`config.mk`:
```
export PLATFORM = sky130hd
export DESIGN_NAME = athc_top
export DESIGN_NICKNAME = d
export VERILOG_FILES = /design/src/rtl/athc_pkg.sv /design/src/rtl/athc_sar.sv /design/src/rtl/athc_top.sv
export SDC_FILE = /design/constraint.sdc
export NUM_CORES = 1
export LEC_CHECK = 0
export ABC_AREA = 0
export BUFFER_PORTS_ARGS = -buffer_cell sky130_fd_sc_hd__buf_2
export CORE_MARGIN = 3
export CORE_UTILIZATION = 54
export CTS_CLUSTER_DIAMETER = 50
export CTS_CLUSTER_SIZE = 25
export DETAILED_ROUTE_END_ITERATION = 8
export GPL_TIMING_DRIVEN = 0
export HOLD_SLACK_MARGIN = 0.06
export MAX_ROUTING_LAYER = met4
export PLACE_DENSITY = 0.79
export SKIP_LAST_GASP = 1
export SYNTH_ARGS = -nofsm -noshare
export SYNTH_HDL_FRONTEND = slang
export SYNTH_HIERARCHICAL = 1
export SYNTH_SLANG_ARGS = --single-unit
```
`constraint.sdc`:
```
create_clock -name clk_sys_i -period 4 [get_ports clk_sys_i]
set_clock_uncertainty 0.2 [all_clocks]
set_input_delay 0.4 -clock clk_sys_i [delete_from_list [all_inputs] [get_ports clk_sys_i]]
set_output_delay 0.4 -clock clk_sys_i [all_outputs]
set_load 0.1 [all_outputs]
```
`src/rtl/athc_pkg.sv`:
```
// Constants and types for the converter track/hold and bus control block.
// Assumes a single system clock domain; bus pins arrive unsynchronised.
// Function
// - Produce 10-bit result, return over bus
// - Conversion takes exactly ten bit decisions
// - Internal clock: track on address rise eight
// - Internal clock: hold on ninth falling edge
// - Internal clock: convert, holding serial clock low
// - External clock: track on read bit rise
// - External clock: hold on byte rise two
// - Acquisition window follows serial clock periods
// - Single-ended: selected input against ground
// - Differential: positive minus negative pair
// - Differential unipolar: negative gives code zero
// - Unipolar binary, bipolar two's complement
// - Single-ended always unipolar, polarity ignored
// - One bit per serial clock cycle
// - Data change during clock high: control
// - Lines released high when bus idle
// - Address low bit selects read or write
// - Written MSB set: setup, else configuration
// - Polarity bit: one bipolar, reset zero
package athc_pkg;

	// ==========================================================
	// Sizes and timing
	localparam int RES_W = 10;
	localparam int CONV_STEPS = 10;
	localparam int SYS_PERIOD_NS = 5;
	localparam int INT_CONV_PERIOD_NS = 40;
	localparam int INT_CONV_DIV =
		(INT_CONV_PERIOD_NS + SYS_PERIOD_NS - 1) / SYS_PERIOD_NS;
	localparam int DIV_W = 8;
	localparam int STEP_W = 4;

	// ==========================================================
	// Bus framing
	localparam logic [6:0] DEV_ADDR_RST = 7'h36;
	localparam logic [3:0] ADDR_LAST_RISE = 4'h7;
	localparam logic [3:0] BYTE_BITS = 4'h8;
	localparam logic [3:0] EXT_HOLD_CNT = 4'h1;
	localparam logic [5:0] RD_PAD = 6'h3F;

	// ==========================================================
	// Written byte fields and reset values
	localparam int BYTE_REG_BIT = 7;
	localparam int SETUP_CLK_BIT = 3;
	localparam int SETUP_POL_BIT = 2;
	localparam int SETUP_KEEP_BIT = 1;
	localparam int CFG_CS_BIT = 1;
	localparam int CFG_SGL_BIT = 0;
	localparam logic CLK_EXT_RST = 1'h0;
	localparam logic POL_RST = 1'h0;
	localparam logic SGL_RST = 1'h1;
	localparam logic CS_RST = 1'h0;
	localparam logic [RES_W-1:0] SIGN_FLIP = 10'h200;
	localparam logic [RES_W-1:0] BIP_OFFSET = 10'h200;

	typedef struct packed {
		logic clk_ext;
		logic bipolar;
		logic single_ended;
		logic chan_sel;
	} athc_cfg_type;

	localparam athc_cfg_type CFG_RST =
		'{CLK_EXT_RST, POL_RST, SGL_RST, CS_RST};

	typedef enum {
		ST_IDLE, ST_ADDR, ST_ADDR_ACK, ST_WR, ST_WR_ACK,
		ST_CONV, ST_RD, ST_RD_ACK, ST_IGNORE
	} athc_state_type;

endpackage

```
`src/rtl/athc_sar.sv`:
```
// Successive-approximation stepper: one bit decision per tick.
// Assumes target is stable from start until busy falls.
`timescale 1ns/1ps
module athc_sar import athc_pkg::*; (
	// Clock and reset
	input wire logic clk_sys_i,
	input wire logic resetn_i,
	// Control
	input wire logic start_i,
	input wire logic tick_i,
	input wire logic flip_i,
	input wire logic [RES_W-1:0] target_i,
	// Result
	output logic busy_o,
	output logic done_o,
	output logic [RES_W-1:0] code_o
);

	// ==========================================================
	// Bit decisions
	logic [RES_W-1:0] raw_r, raw_nxt, code_nxt, trial;
	logic [STEP_W-1:0] step_r, step_nxt;
	logic flip_r, flip_nxt, busy_nxt, done_nxt;

	always_comb begin
		raw_nxt = raw_r;
		step_nxt = step_r;
		flip_nxt = flip_r;
		busy_nxt = busy_o;
		done_nxt = done_o;
		trial = raw_r | (RES_W'(1) << step_r);
		if (start_i) begin
			raw_nxt = '0;
			step_nxt = STEP_W'(CONV_STEPS - 1);
			flip_nxt = flip_i;
			busy_nxt = 1'b1;
			done_nxt = 1'b0;
		end else if (busy_o && tick_i) begin
			if (target_i >= trial)
				raw_nxt = trial;
			step_nxt = step_r - STEP_W'(1);
			if (step_r == '0) begin
				busy_nxt = 1'b0;
				done_nxt = 1'b1;
			end
		end
		code_nxt = raw_nxt ^ (flip_nxt ? SIGN_FLIP : '0);
	end

	always_ff @(posedge clk_sys_i or negedge resetn_i) begin
		if (!resetn_i) begin
			raw_r <= '0;
			step_r <= '0;
			flip_r <= 1'b0;
			busy_o <= 1'b0;
			done_o <= 1'b0;
			code_o <= '0;
		end else begin
			raw_r <= raw_nxt;
			step_r <= step_nxt;
			flip_r <= flip_nxt;
			busy_o <= busy_nxt;
			done_o <= done_nxt;
			code_o <= code_nxt;
		end
	end

endmodule // athc_sar

```
`src/rtl/athc_top.sv`:
```
// Track/hold sequencing, bus slave and conversion control.
// Assumes open-drain bus lines resolved outside; master obeys bus timing.
`timescale 1ns/1ps
module athc_top import athc_pkg::*; #(
	parameter logic [6:0] DEV_ADDR = DEV_ADDR_RST,
	parameter int CONV_DIV = INT_CONV_DIV
) (
	// Clock and reset
	input wire logic clk_sys_i,
	input wire logic resetn_i,
	// Serial clock pin
	input wire logic scl_i,
	output logic scl_o,
	output logic scl_oe_o,
	// Serial data pin
	input wire logic sda_i,
	output logic sda_o,
	output logic sda_oe_o,
	// Sampled input levels
	input wire logic [RES_W-1:0] analog_input_zero_i,
	input wire logic [RES_W-1:0] analog_input_one_i,
	// Status
	output athc_cfg_type cfg_o,
	output logic track_o,
	output logic busy_o,
	output logic result_valid_o,
	output logic [RES_W-1:0] result_o
);

	// ==========================================================
	// Pin synchronisers and edge detection
	logic [1:0] scl_s_r, sda_s_r;
	logic scl_d_r, sda_d_r, zero_r;
	logic [RES_W-1:0] a0_m_r, a0_r, a1_m_r, a1_r;
	logic scl_rise, scl_fall, bus_start, bus_stop, sda;

	always_ff @(posedge clk_sys_i or negedge resetn_i) begin
		if (!resetn_i) begin
			scl_s_r <= 2'h3;
			sda_s_r <= 2'h3;
			scl_d_r <= 1'b1;
			sda_d_r <= 1'b1;
			zero_r <= 1'b0;
			a0_m_r <= '0;
			a0_r <= '0;
			a1_m_r <= '0;
			a1_r <= '0;
		end else begin
			scl_s_r <= {scl_s_r[0], scl_i};
			sda_s_r <= {sda_s_r[0], sda_i};
			scl_d_r <= scl_s_r[1];
			sda_d_r <= sda_s_r[1];
			zero_r <= 1'b0;
			a0_m_r <= analog_input_zero_i;
			a0_r <= a0_m_r;
			a1_m_r <= analog_input_one_i;
			a1_r <= a1_m_r;
		end
	end

	assign sda = sda_s_r[1];
	assign scl_rise = scl_s_r[1] & ~scl_d_r;
	assign scl_fall = ~scl_s_r[1] & scl_d_r;
	assign bus_start = scl_s_r[1] & scl_d_r & sda_d_r & ~sda;
	assign bus_stop = scl_s_r[1] & scl_d_r & ~sda_d_r & sda;

	// ==========================================================
	// Input selection and output coding
	function automatic logic [RES_W-1:0] pick_code(
		athc_cfg_type c, logic [RES_W-1:0] a0, logic [RES_W-1:0] a1);
		logic [RES_W-1:0] p;
		logic [RES_W-1:0] n;
		logic signed [RES_W:0] d;
		logic signed [RES_W:0] h;
		p = c.chan_sel ? a1 : a0;
		n = c.chan_sel ? a0 : a1;
		d = $signed({1'b0, p}) - $signed({1'b0, n});
		h = (d >>> 1) + $signed({1'b0, BIP_OFFSET});
		if (c.single_ended)
			return p;
		else if (!c.bipolar)
			return d[RES_W] ? '0 : d[RES_W-1:0];
		else
			return h[RES_W-1:0];
	endfunction

	function automatic logic rd_bit(logic second, logic [3:0] idx,
		logic [RES_W-1:0] code);
		logic [7:0] b;
		b = second ? code[7:0] : {RD_PAD, code[RES_W-1:8]};
		return b[3'(4'h7 - idx)];
	endfunction

	// ==========================================================
	// Sequencer
	athc_state_type state_r, state_nxt;
	athc_cfg_type cfg_r, cfg_nxt;
	logic [3:0] cnt_r, cnt_nxt;
	logic [7:0] shift_r, shift_nxt;
	logic [DIV_W-1:0] div_r, div_nxt;
	logic [RES_W-1:0] target_r, target_nxt;
	logic rd_r, rd_nxt, byte_r, byte_nxt, track_r, track_nxt;
	logic sda_oe_r, sda_oe_nxt, scl_oe_r, scl_oe_nxt;
	logic start_r, start_nxt, sar_busy, sar_done, tick;
	logic [RES_W-1:0] sar_code;

	assign tick = sar_busy && !start_r &&
		(cfg_r.clk_ext ? scl_rise :
		(state_r == ST_CONV && div_r == DIV_W'(CONV_DIV - 1)));

	always_comb begin
		state_nxt = state_r;
		cfg_nxt = cfg_r;
		cnt_nxt = cnt_r;
		shift_nxt = shift_r;
		div_nxt = div_r;
		target_nxt = target_r;
		rd_nxt = rd_r;
		byte_nxt = byte_r;
		track_nxt = track_r;
		sda_oe_nxt = sda_oe_r;
		scl_oe_nxt = scl_oe_r;
		start_nxt = 1'b0;
		if (bus_stop) begin
			state_nxt = ST_IDLE;
			sda_oe_nxt = 1'b0;
			scl_oe_nxt = 1'b0;
			track_nxt = 1'b0;
		end else if (bus_start) begin
			state_nxt = ST_ADDR;
			cnt_nxt = '0;
			sda_oe_nxt = 1'b0;
		end else begin
			unique case (state_r)
			ST_IDLE, ST_IGNORE: begin
			end
			ST_ADDR, ST_WR: begin
				if (scl_rise) begin
					shift_nxt = {shift_r[6:0], sda};
					cnt_nxt = cnt_r + 4'h1;
					if (state_r == ST_ADDR && cnt_r == ADDR_LAST_RISE &&
						shift_r[6:0] == DEV_ADDR && sda)
						track_nxt = 1'b1;
				end
				if (scl_fall && cnt_r == BYTE_BITS) begin
					if (state_r == ST_WR) begin
						sda_oe_nxt = 1'b1;
						state_nxt = ST_WR_ACK;
						if (shift_r[BYTE_REG_BIT]) begin
							cfg_nxt.clk_ext = shift_r[SETUP_CLK_BIT];
							cfg_nxt.bipolar = shift_r[SETUP_POL_BIT];
						end else begin
							cfg_nxt.single_ended = shift_r[CFG_SGL_BIT];
							cfg_nxt.chan_sel = shift_r[CFG_CS_BIT];
						end
						if (shift_r[BYTE_REG_BIT] && !shift_r[SETUP_KEEP_BIT]) begin
							cfg_nxt.single_ended = SGL_RST;
							cfg_nxt.chan_sel = CS_RST;
						end
					end else if (shift_r[7:1] == DEV_ADDR) begin
						sda_oe_nxt = 1'b1;
						rd_nxt = shift_r[0];
						state_nxt = ST_ADDR_ACK;
					end else begin
						state_nxt = ST_IGNORE;
					end
				end
			end
			ST_WR_ACK: begin
				if (scl_fall) begin
					sda_oe_nxt = 1'b0;
					cnt_nxt = '0;
					state_nxt = ST_WR;
				end
			end
			ST_ADDR_ACK: begin
				if (scl_fall) begin
					cnt_nxt = '0;
					byte_nxt = 1'b0;
					sda_oe_nxt = 1'b0;
					if (!rd_r) begin
						state_nxt = ST_WR;
					end else if (cfg_r.clk_ext) begin
						sda_oe_nxt = ~rd_bit(1'b0, 4'h0, sar_code);
						state_nxt = ST_RD;
					end else begin
						track_nxt = 1'b0;
						target_nxt = pick_code(cfg_r, a0_r, a1_r);
						start_nxt = 1'b1;
						scl_oe_nxt = 1'b1;
						div_nxt = '0;
						state_nxt = ST_CONV;
					end
				end
			end
			ST_CONV: begin
				div_nxt = (div_r == DIV_W'(CONV_DIV - 1)) ? '0 :
					div_r + DIV_W'(1);
				if (!start_r && !sar_busy) begin
					scl_oe_nxt = 1'b0;
					sda_oe_nxt = ~rd_bit(1'b0, 4'h0, sar_code);
					state_nxt = ST_RD;
				end
			end
			ST_RD: begin
				if (scl_rise) begin
					cnt_nxt = cnt_r + 4'h1;
					if (cfg_r.clk_ext && !byte_r && cnt_r == EXT_HOLD_CNT) begin
						track_nxt = 1'b0;
						target_nxt = pick_code(cfg_r, a0_r, a1_r);
						start_nxt = 1'b1;
					end
				end
				if (scl_fall) begin
					if (cnt_r == BYTE_BITS) begin
						sda_oe_nxt = 1'b0;
						state_nxt = ST_RD_ACK;
					end else begin
						sda_oe_nxt = ~rd_bit(byte_r, cnt_r, sar_code);
					end
				end
			end
			ST_RD_ACK: begin
				if (scl_rise) begin
					shift_nxt[0] = sda;
					if (cfg_r.clk_ext && byte_r && !sda)
						track_nxt = 1'b1;
				end
				if (scl_fall) begin
					if (!shift_r[0]) begin
						byte_nxt = ~byte_r;
						cnt_nxt = '0;
						sda_oe_nxt = ~rd_bit(~byte_r, 4'h0, sar_code);
						state_nxt = ST_RD;
					end else begin
						state_nxt = ST_IGNORE;
					end
				end
			end
			endcase
		end
	end

	always_ff @(posedge clk_sys_i or negedge resetn_i) begin
		if (!resetn_i) begin
			state_r <= ST_IDLE;
			cfg_r <= CFG_RST;
			cnt_r <= '0;
			shift_r <= '0;
			div_r <= '0;
			target_r <= '0;
			rd_r <= 1'b0;
			byte_r <= 1'b0;
			track_r <= 1'b0;
			sda_oe_r <= 1'b0;
			scl_oe_r <= 1'b0;
			start_r <= 1'b0;
		end else begin
			state_r <= state_nxt;
			cfg_r <= cfg_nxt;
			cnt_r <= cnt_nxt;
			shift_r <= shift_nxt;
			div_r <= div_nxt;
			target_r <= target_nxt;
			rd_r <= rd_nxt;
			byte_r <= byte_nxt;
			track_r <= track_nxt;
			sda_oe_r <= sda_oe_nxt;
			scl_oe_r <= scl_oe_nxt;
			start_r <= start_nxt;
		end
	end

	// ==========================================================
	// Converter
	athc_sar u_sar (
		.clk_sys_i(clk_sys_i),
		.resetn_i(resetn_i),
		.start_i(start_r),
		.tick_i(tick),
		.flip_i(cfg_r.bipolar && !cfg_r.single_ended),
		.target_i(target_r),
		.busy_o(sar_busy),
		.done_o(sar_done),
		.code_o(sar_code)
	);

	assign scl_o = zero_r;
	assign sda_o = zero_r;
	assign scl_oe_o = scl_oe_r;
	assign sda_oe_o = sda_oe_r;
	assign cfg_o = cfg_r;
	assign track_o = track_r;
	assign busy_o = sar_busy;
	assign result_valid_o = sar_done;
	assign result_o = sar_code;

	// ==========================================================
	// Checks
	logic [STEP_W-1:0] ticks_r;

	always_ff @(posedge clk_sys_i or negedge resetn_i) begin
		if (!resetn_i)
			ticks_r <= '0;
		else if (start_r)
			ticks_r <= '0;
		else if (tick && sar_busy)
			ticks_r <= ticks_r + STEP_W'(1);
	end
endmodule // athc_top
```
Yosys cells after proc, flatten, opt, wreduce, memory -nomap -nowiden. Cells that the tools add are included.

Bits of input ports: 24. Logic and storage cells: 260. Output and inout port bits: 21. Register bits after elaboration: 145.

Equal/unequal tests: 51. Order comparisons: 2. Add/subtract/negate cells: 6. Multiplexer cells: 101. Bitwise logic cells: 19. Reduce and logical (&&, ||, !) cells: 50. Shifts and indexed selects: 1.

Operators with widths (count): 2-to-1 mux 32 bit (9); one-hot mux 32 bit (6 select lines) (1); == test 32 x 3 -> 1 bit, second input constant (5); 2-to-1 mux 10 bit (14); == test 32 x 2 -> 1 bit, second input constant (3); 2-to-1 mux 8 bit (6); 2-to-1 mux 1 bit (47); AND reduction 6 bit (7); 2-to-1 mux 4 bit (10); inequality test 3 bit, second input constant (12); == test 32 x 1 -> 1 bit, second input constant (1); == test 32 x 4 -> 1 bit, second input constant (1); inequality test 4 bit, second input constant (8); AND reduction 8 bit (3); one-hot mux 10 bit (2 select lines) (1); inequality test 2 bit, second input constant (9); one-hot mux 8 bit (2 select lines) (1); logical AND 1 bit (15); == test 7 x 6 -> 1 bit, second input constant (2); one-hot mux 4 bit (3 select lines) (1); nonzero test 2 bit (6); AND reduction 11 bit (1); subtractor 10 x 10 -> 11 bit (1); adder 10 bit, second input constant (1); other kinds (37) (65).

Logic depth before layout (Yosys ltp).
Word-level depth: 9. Mapped depth: 13. Depth with buffers taken out: 10.

By module. The synthesis kept the hierarchy.

Modules (own cells, without submodules): athc_top (area an instance 4618.2 um^2, cells each 443, instances 1, seq. area each 2260.9 um^2); athc_sar (area an instance 1270.0 um^2, cells each 142, instances 1, seq. area each 450.4 um^2).

Worst setup path after synthesis. Ideal clock, no wire load.

Path kind: flip-flop to flip-flop. From: register cfg_r (netlist bit cfg_o[0]). To: register target_r[3]. Setup time: 104 ps. Slack: -225 ps. Clock period less this slack: 4225 ps. Cell stages (with the launch flop): 14. Arrival: 3921 ps. Data required time: 3696 ps. Path buffers: 3. Path through: dfrtp_1 clkbuf_1 clkbuf_1 buf_2 mux2_2 ha_1 inv_1 fa_1 a21o_1 a221oi_1 or4b_4 a21oi_4 nand2_1 a221oi_1.

Word-level cells in the longest chain between the ends: 9. Elaborated cells between the ends (all ways): 13. Those cells by class: add/sub: 2; mux: 11.

RTL lines: start, declared (RTL line athc_top.sv:97) `athc_cfg_type cfg_r, cfg_nxt;`; start signal, assigned (RTL line athc_top.sv:260) `cfg_r <= cfg_nxt;`; 2-to-1 mux 10 bit, on equally long branches (RTL line athc_top.sv:75, athc_top.sv:76); subtractor 10 x 10 -> 11 bit (RTL line athc_top.sv:77) `d = $signed({1'b0, p}) - $signed({1'b0, n});`; adder 10 bit / 2-to-1 mux 10 bit (equally long branches) (RTL line athc_top.sv:78, athc_top.sv:82); 2-to-1 mux 10 bit (RTL line athc_top.sv:81) `else if (!c.bipolar)`; 2-to-1 mux 10 bit (*) (RTL line athc_top.sv:79) `if (c.single_ended)`; 2-to-1 mux 10 bit (RTL line athc_top.sv:183) `end else if (cfg_r.clk_ext) begin`; 2-to-1 mux 10 bit (RTL line athc_top.sv:181) `if (!rd_r) begin`; 2-to-1 mux 10 bit (RTL line athc_top.sv:177) `if (scl_fall) begin`; one-hot mux 10 bit (2 select lines) (*) (RTL line athc_top.sv:134) `unique case (state_r)`; end signal, assigned (RTL line athc_top.sv:264) `target_r <= target_nxt;`; end, declared (RTL line athc_top.sv:101) `logic [RES_W-1:0] target_r, target_nxt;`.

Mark *: on every way between the ends. The rest lies on a longest branch, timed or not. The select of a mux whose other input is x is not followed. A chain may end at the register's enable or synchronous reset.

Worst setup path after layout.
From: register cfg_r (netlist bit cfg_o[0]). To: register target_r[2].

The elaborated chain is that of the path after synthesis.

==> impl_results.md <==
* Synthesis Warnings at 6
* Number of DRC violations after detailed-routing iteration 0 at 255
* Io pins at 45
* H-tree level count at 3
* Distinct cell type count after synthesis at 78
* Crit path DAT at 3690 ps
* Post-synth EDFFs at 0
* Flop and latch count out of synthesis at 108
* Fraction of post-synthesis cell area in the top cell type by area at 0.429
* Routability-driven placement congestion ratio at 0.912
* Post-layout minimum cycle time at 3610 ps
* Number of port buffers at 42
* Post-synthesis area per instance at 10.1 um2
* Placed wire-length estimate at 9380 um
* Count of endpoints failing hold in the final timing report at 0
* Compound-Gate Fraction of Synth Area at 0.169
* Headroom to the max-slew limit at 0.471
* Maximum number of pins on one net before global-route repair at 66
* Setup crit start kind: flop
* Setup_tns at 0 ps
* Fraction of the mapped netlist area in simple logic gates at 0.163
* Count of unresolved DRC violations after routing at 0
* Post-CTS Repair Setup Buffers at 0
* Wirelength, routed at 12700 um
* Critical path endpoint category: flop
* Overall Power at 2.48 mW
* Xor and xnor fraction of the mapped netlist area at 0.0178
* Primary FF master, synth: sky130_fd_sc_hd__dfrtp_1
* Maximum fanout along the worst path at 10
* Post-placement worst setup slack at -168 ps
* Share of synthesized area occupied by flip-flops and latches at 0.460
* Die Ht at 110 um
* Data required time of the critical path at 4070 ps
* Antenna diode count at 0
* Worst VDD drop at 0.000257 V
* Power per cell area at 366 nW/um2
* Worst hold-check path type: reg2reg
* Mapped Area at 5890 um2
* Vias in the first global route at 4671
* Worst-Skew Late Latency at 370 ps
* Kind of critical path: reg2reg
* Dominant cell type by area after synthesis: sky130_fd_sc_hd__dfrtp_1
* Global-route wire length before repair at 22200 um
* Final worst hold slack at 158 ps
* Adder-cell area share of the yosys netlist at 0.0648
* Floorplan die area at 12200 um2
* NumNets Final at 715
* Share of the cycle needed by the critical path after routing at 0.904
* Final setup violation count at 0
* Initial antenna violation count at 0
* Number of clock sinks at 108
* Die Span X at 110 um
* FMAX at 277 MHz
* Core footprint at 10500 um2
* Most area-consuming cells after synthesis: sky130_fd_sc_hd__dfrtp_1 43%, sky130_fd_sc_hd__ha_1 5.9%, sky130_fd_sc_hd__mux2_2 4.2%, sky130_fd_sc_hd__a21oi_1 3.3%, sky130_fd_sc_hd__o21ai_0 3.2%
* Avg WL per Cell at 15.8 um
* Proportion of synthesized flip-flops having asynchronous set or reset at 1.00
* Total of max-cap violations at 0
* Pin slew with the least headroom to its limit at 783 ps
* Cell count after synthesis at 585
* Largest family of logic cells by synthesized area: compound AO/OA/AOI/OAI gates
* Share of layout cells above drive strength 1 at 0.195
* Area growth, synth to finish at 15.3%
* Static Leakage at 3.04 nW
* Count of antenna-violating nets left after detailed routing at 0
* CTS tree: yes
* Via density per instance at 5.75
* Setup repair after global routing missed its margin: no
* Cell chosen for the clock root: sky130_fd_sc_hd__clkbuf_8
* Initial Utilization at 0.563
* Deepest clock path buffer count at 2
* Proportion of synthesized area in mux cells at 0.0701
* Clock transition time at the flip-flop clock pins of the worst setup and hold paths at 110 ps
* Num rows at 37
* Via count at 4618
* Worst path setup slack after routing at 385 ps
* GRT Resource Usage Total at 0.223
* TritonCTS Buffers at 9
* Aggregate global routing overflow at 0
* Max Slew Vio Count at 0
* Leading cell type in the layout, fill and taps excluded: sky130_fd_sc_hd__dfrtp_1
* First-pass iteration count of the detailed router at 6
* Result of the run: complete, no violations
* Commonest cells after routing, fill and taps aside: 100 x sky130_fd_sc_hd__dfrtp_1, 49 x sky130_fd_sc_hd__nor2_1, 46 x sky130_fd_sc_hd__buf_2
sequential cells by signal, summed over array words and instances (netlist names), 2 cells and up:
name          cells
a0_r             10
target_r         10
state_r           4
cfg_o             4
div_r             8
a1_m_r           10
cnt_r             4
shift_r           8
a1_r             10
sda_s_r           2
u_sar/step_r      4
u_sar/raw_r      10
a0_m_r           10
scl_s_r           2
stage by stage:
| stage | std cells | instance area (um2) | utilization |
|---|---|---|---|
| floorplan | 586 | 5890 | - |
| global placement | 764 | 6270 | 0.600 |
| detailed placement | 765 | 6300 | 0.602 |
| CTS | 804 | 6790 | 0.649 |
| global route | 803 | 6790 | 0.649 |
| finish | 803 | 6790 | 0.649 |
path summary, 6_finish.rpt:
path	startpoint	to	cells past startpoint	slack [ps]
max reg2reg	cfg_o[0]	target_r[2]	12	390
min in group asynchronous	resetn_i	u_sar/done_o	2	340
min reg2reg	scl_s_r[0]	scl_s_r[1]	0	160
min	scl_s_r[0]	scl_s_r[1]	0	160
max	cfg_o[0]	target_r[2]	12	390
max in group asynchronous	resetn_i	scl_s_r[0]	3	2500
synthesized netlist by cell type (all sizes together) (6+ instances only):
library cell and number:
a21oi 41, clkbuf 15, dfstp 7, nor3 7, a21o 7, dfrtp 101, o21ai 39, xnor2 6
nor2 49, a31oi 6, buf 20, inv 26, nand2b 20, and3 9, mux2i 12, a221oi 6
nor2b 6, o211ai 6, a211oi 6, mux2 22, nand2 42, nand3 13, ha 28, xor2 6
power breakdown:
group | switching [mW] | internal, mW
clock network | 0.392 | 0.428
logic | 0.274 | 0.171
registers | 0.0576 | 1.16
routing by layer:
metal  up-vias  wire length [um]  track usage
li1       2246                 -            -
met1      2239              5810        0.296
met2       120              6250        0.367
met3        13               471       0.0268
met4         0               123       0.0575
met5         -                 0            -
logic make-up (layout without fill, tap and decap cells):
| group | after synthesis | in the layout |
|---|---|---|
| compound gates | 151 | 151 |
| xor+xnor | 12 | 12 |
| fa+ha+maj | 30 | 30 |
| buf+inv | 61 | 142 |
| flops | 108 | 108 |
| mux | 36 | 36 |
| other cells | 1 | 2 |
| simple gates | 186 | 186 |
worst max-delay path: stages, from the launching register on:
cell and delay, ps:
sky130_fd_sc_hd__dfrtp_2 470, sky130_fd_sc_hd__clkbuf_4 260, sky130_fd_sc_hd__clkbuf_4 280, sky130_fd_sc_hd__mux2_2 360, sky130_fd_sc_hd__ha_1 190, sky130_fd_sc_hd__inv_1 70, sky130_fd_sc_hd__fa_1 210, sky130_fd_sc_hd__a21o_1 150
sky130_fd_sc_hd__a221oi_1 120, sky130_fd_sc_hd__or4b_4 570, sky130_fd_sc_hd__a21oi_4 260, sky130_fd_sc_hd__a221oi_1 120, sky130_fd_sc_hd__o31ai_1 260
what timing repair did:
| item | 4_1_cts | 5_1_grt |
|---|---|---|
| gates resized for setup | 1 | 3 |
| hold endpoints to repair | 65 | 0 |
| hold buffers | 23 | 0 |
| setup endpoints to repair | 7 | 8 |
| pin swaps | 0 | 0 |
cell type report:
type                    instances  area [um2]
inverters                      26        97.6
clock inverters                 7         130
multi-input cells             417        2870
flip-flops and latches        108        2710
repair buffers                 66         470
plain buffers                  34         219
fillers                       844        3670
well taps                     136         170
clock buffers                   9         124
(Power assumes the default switching activity.)
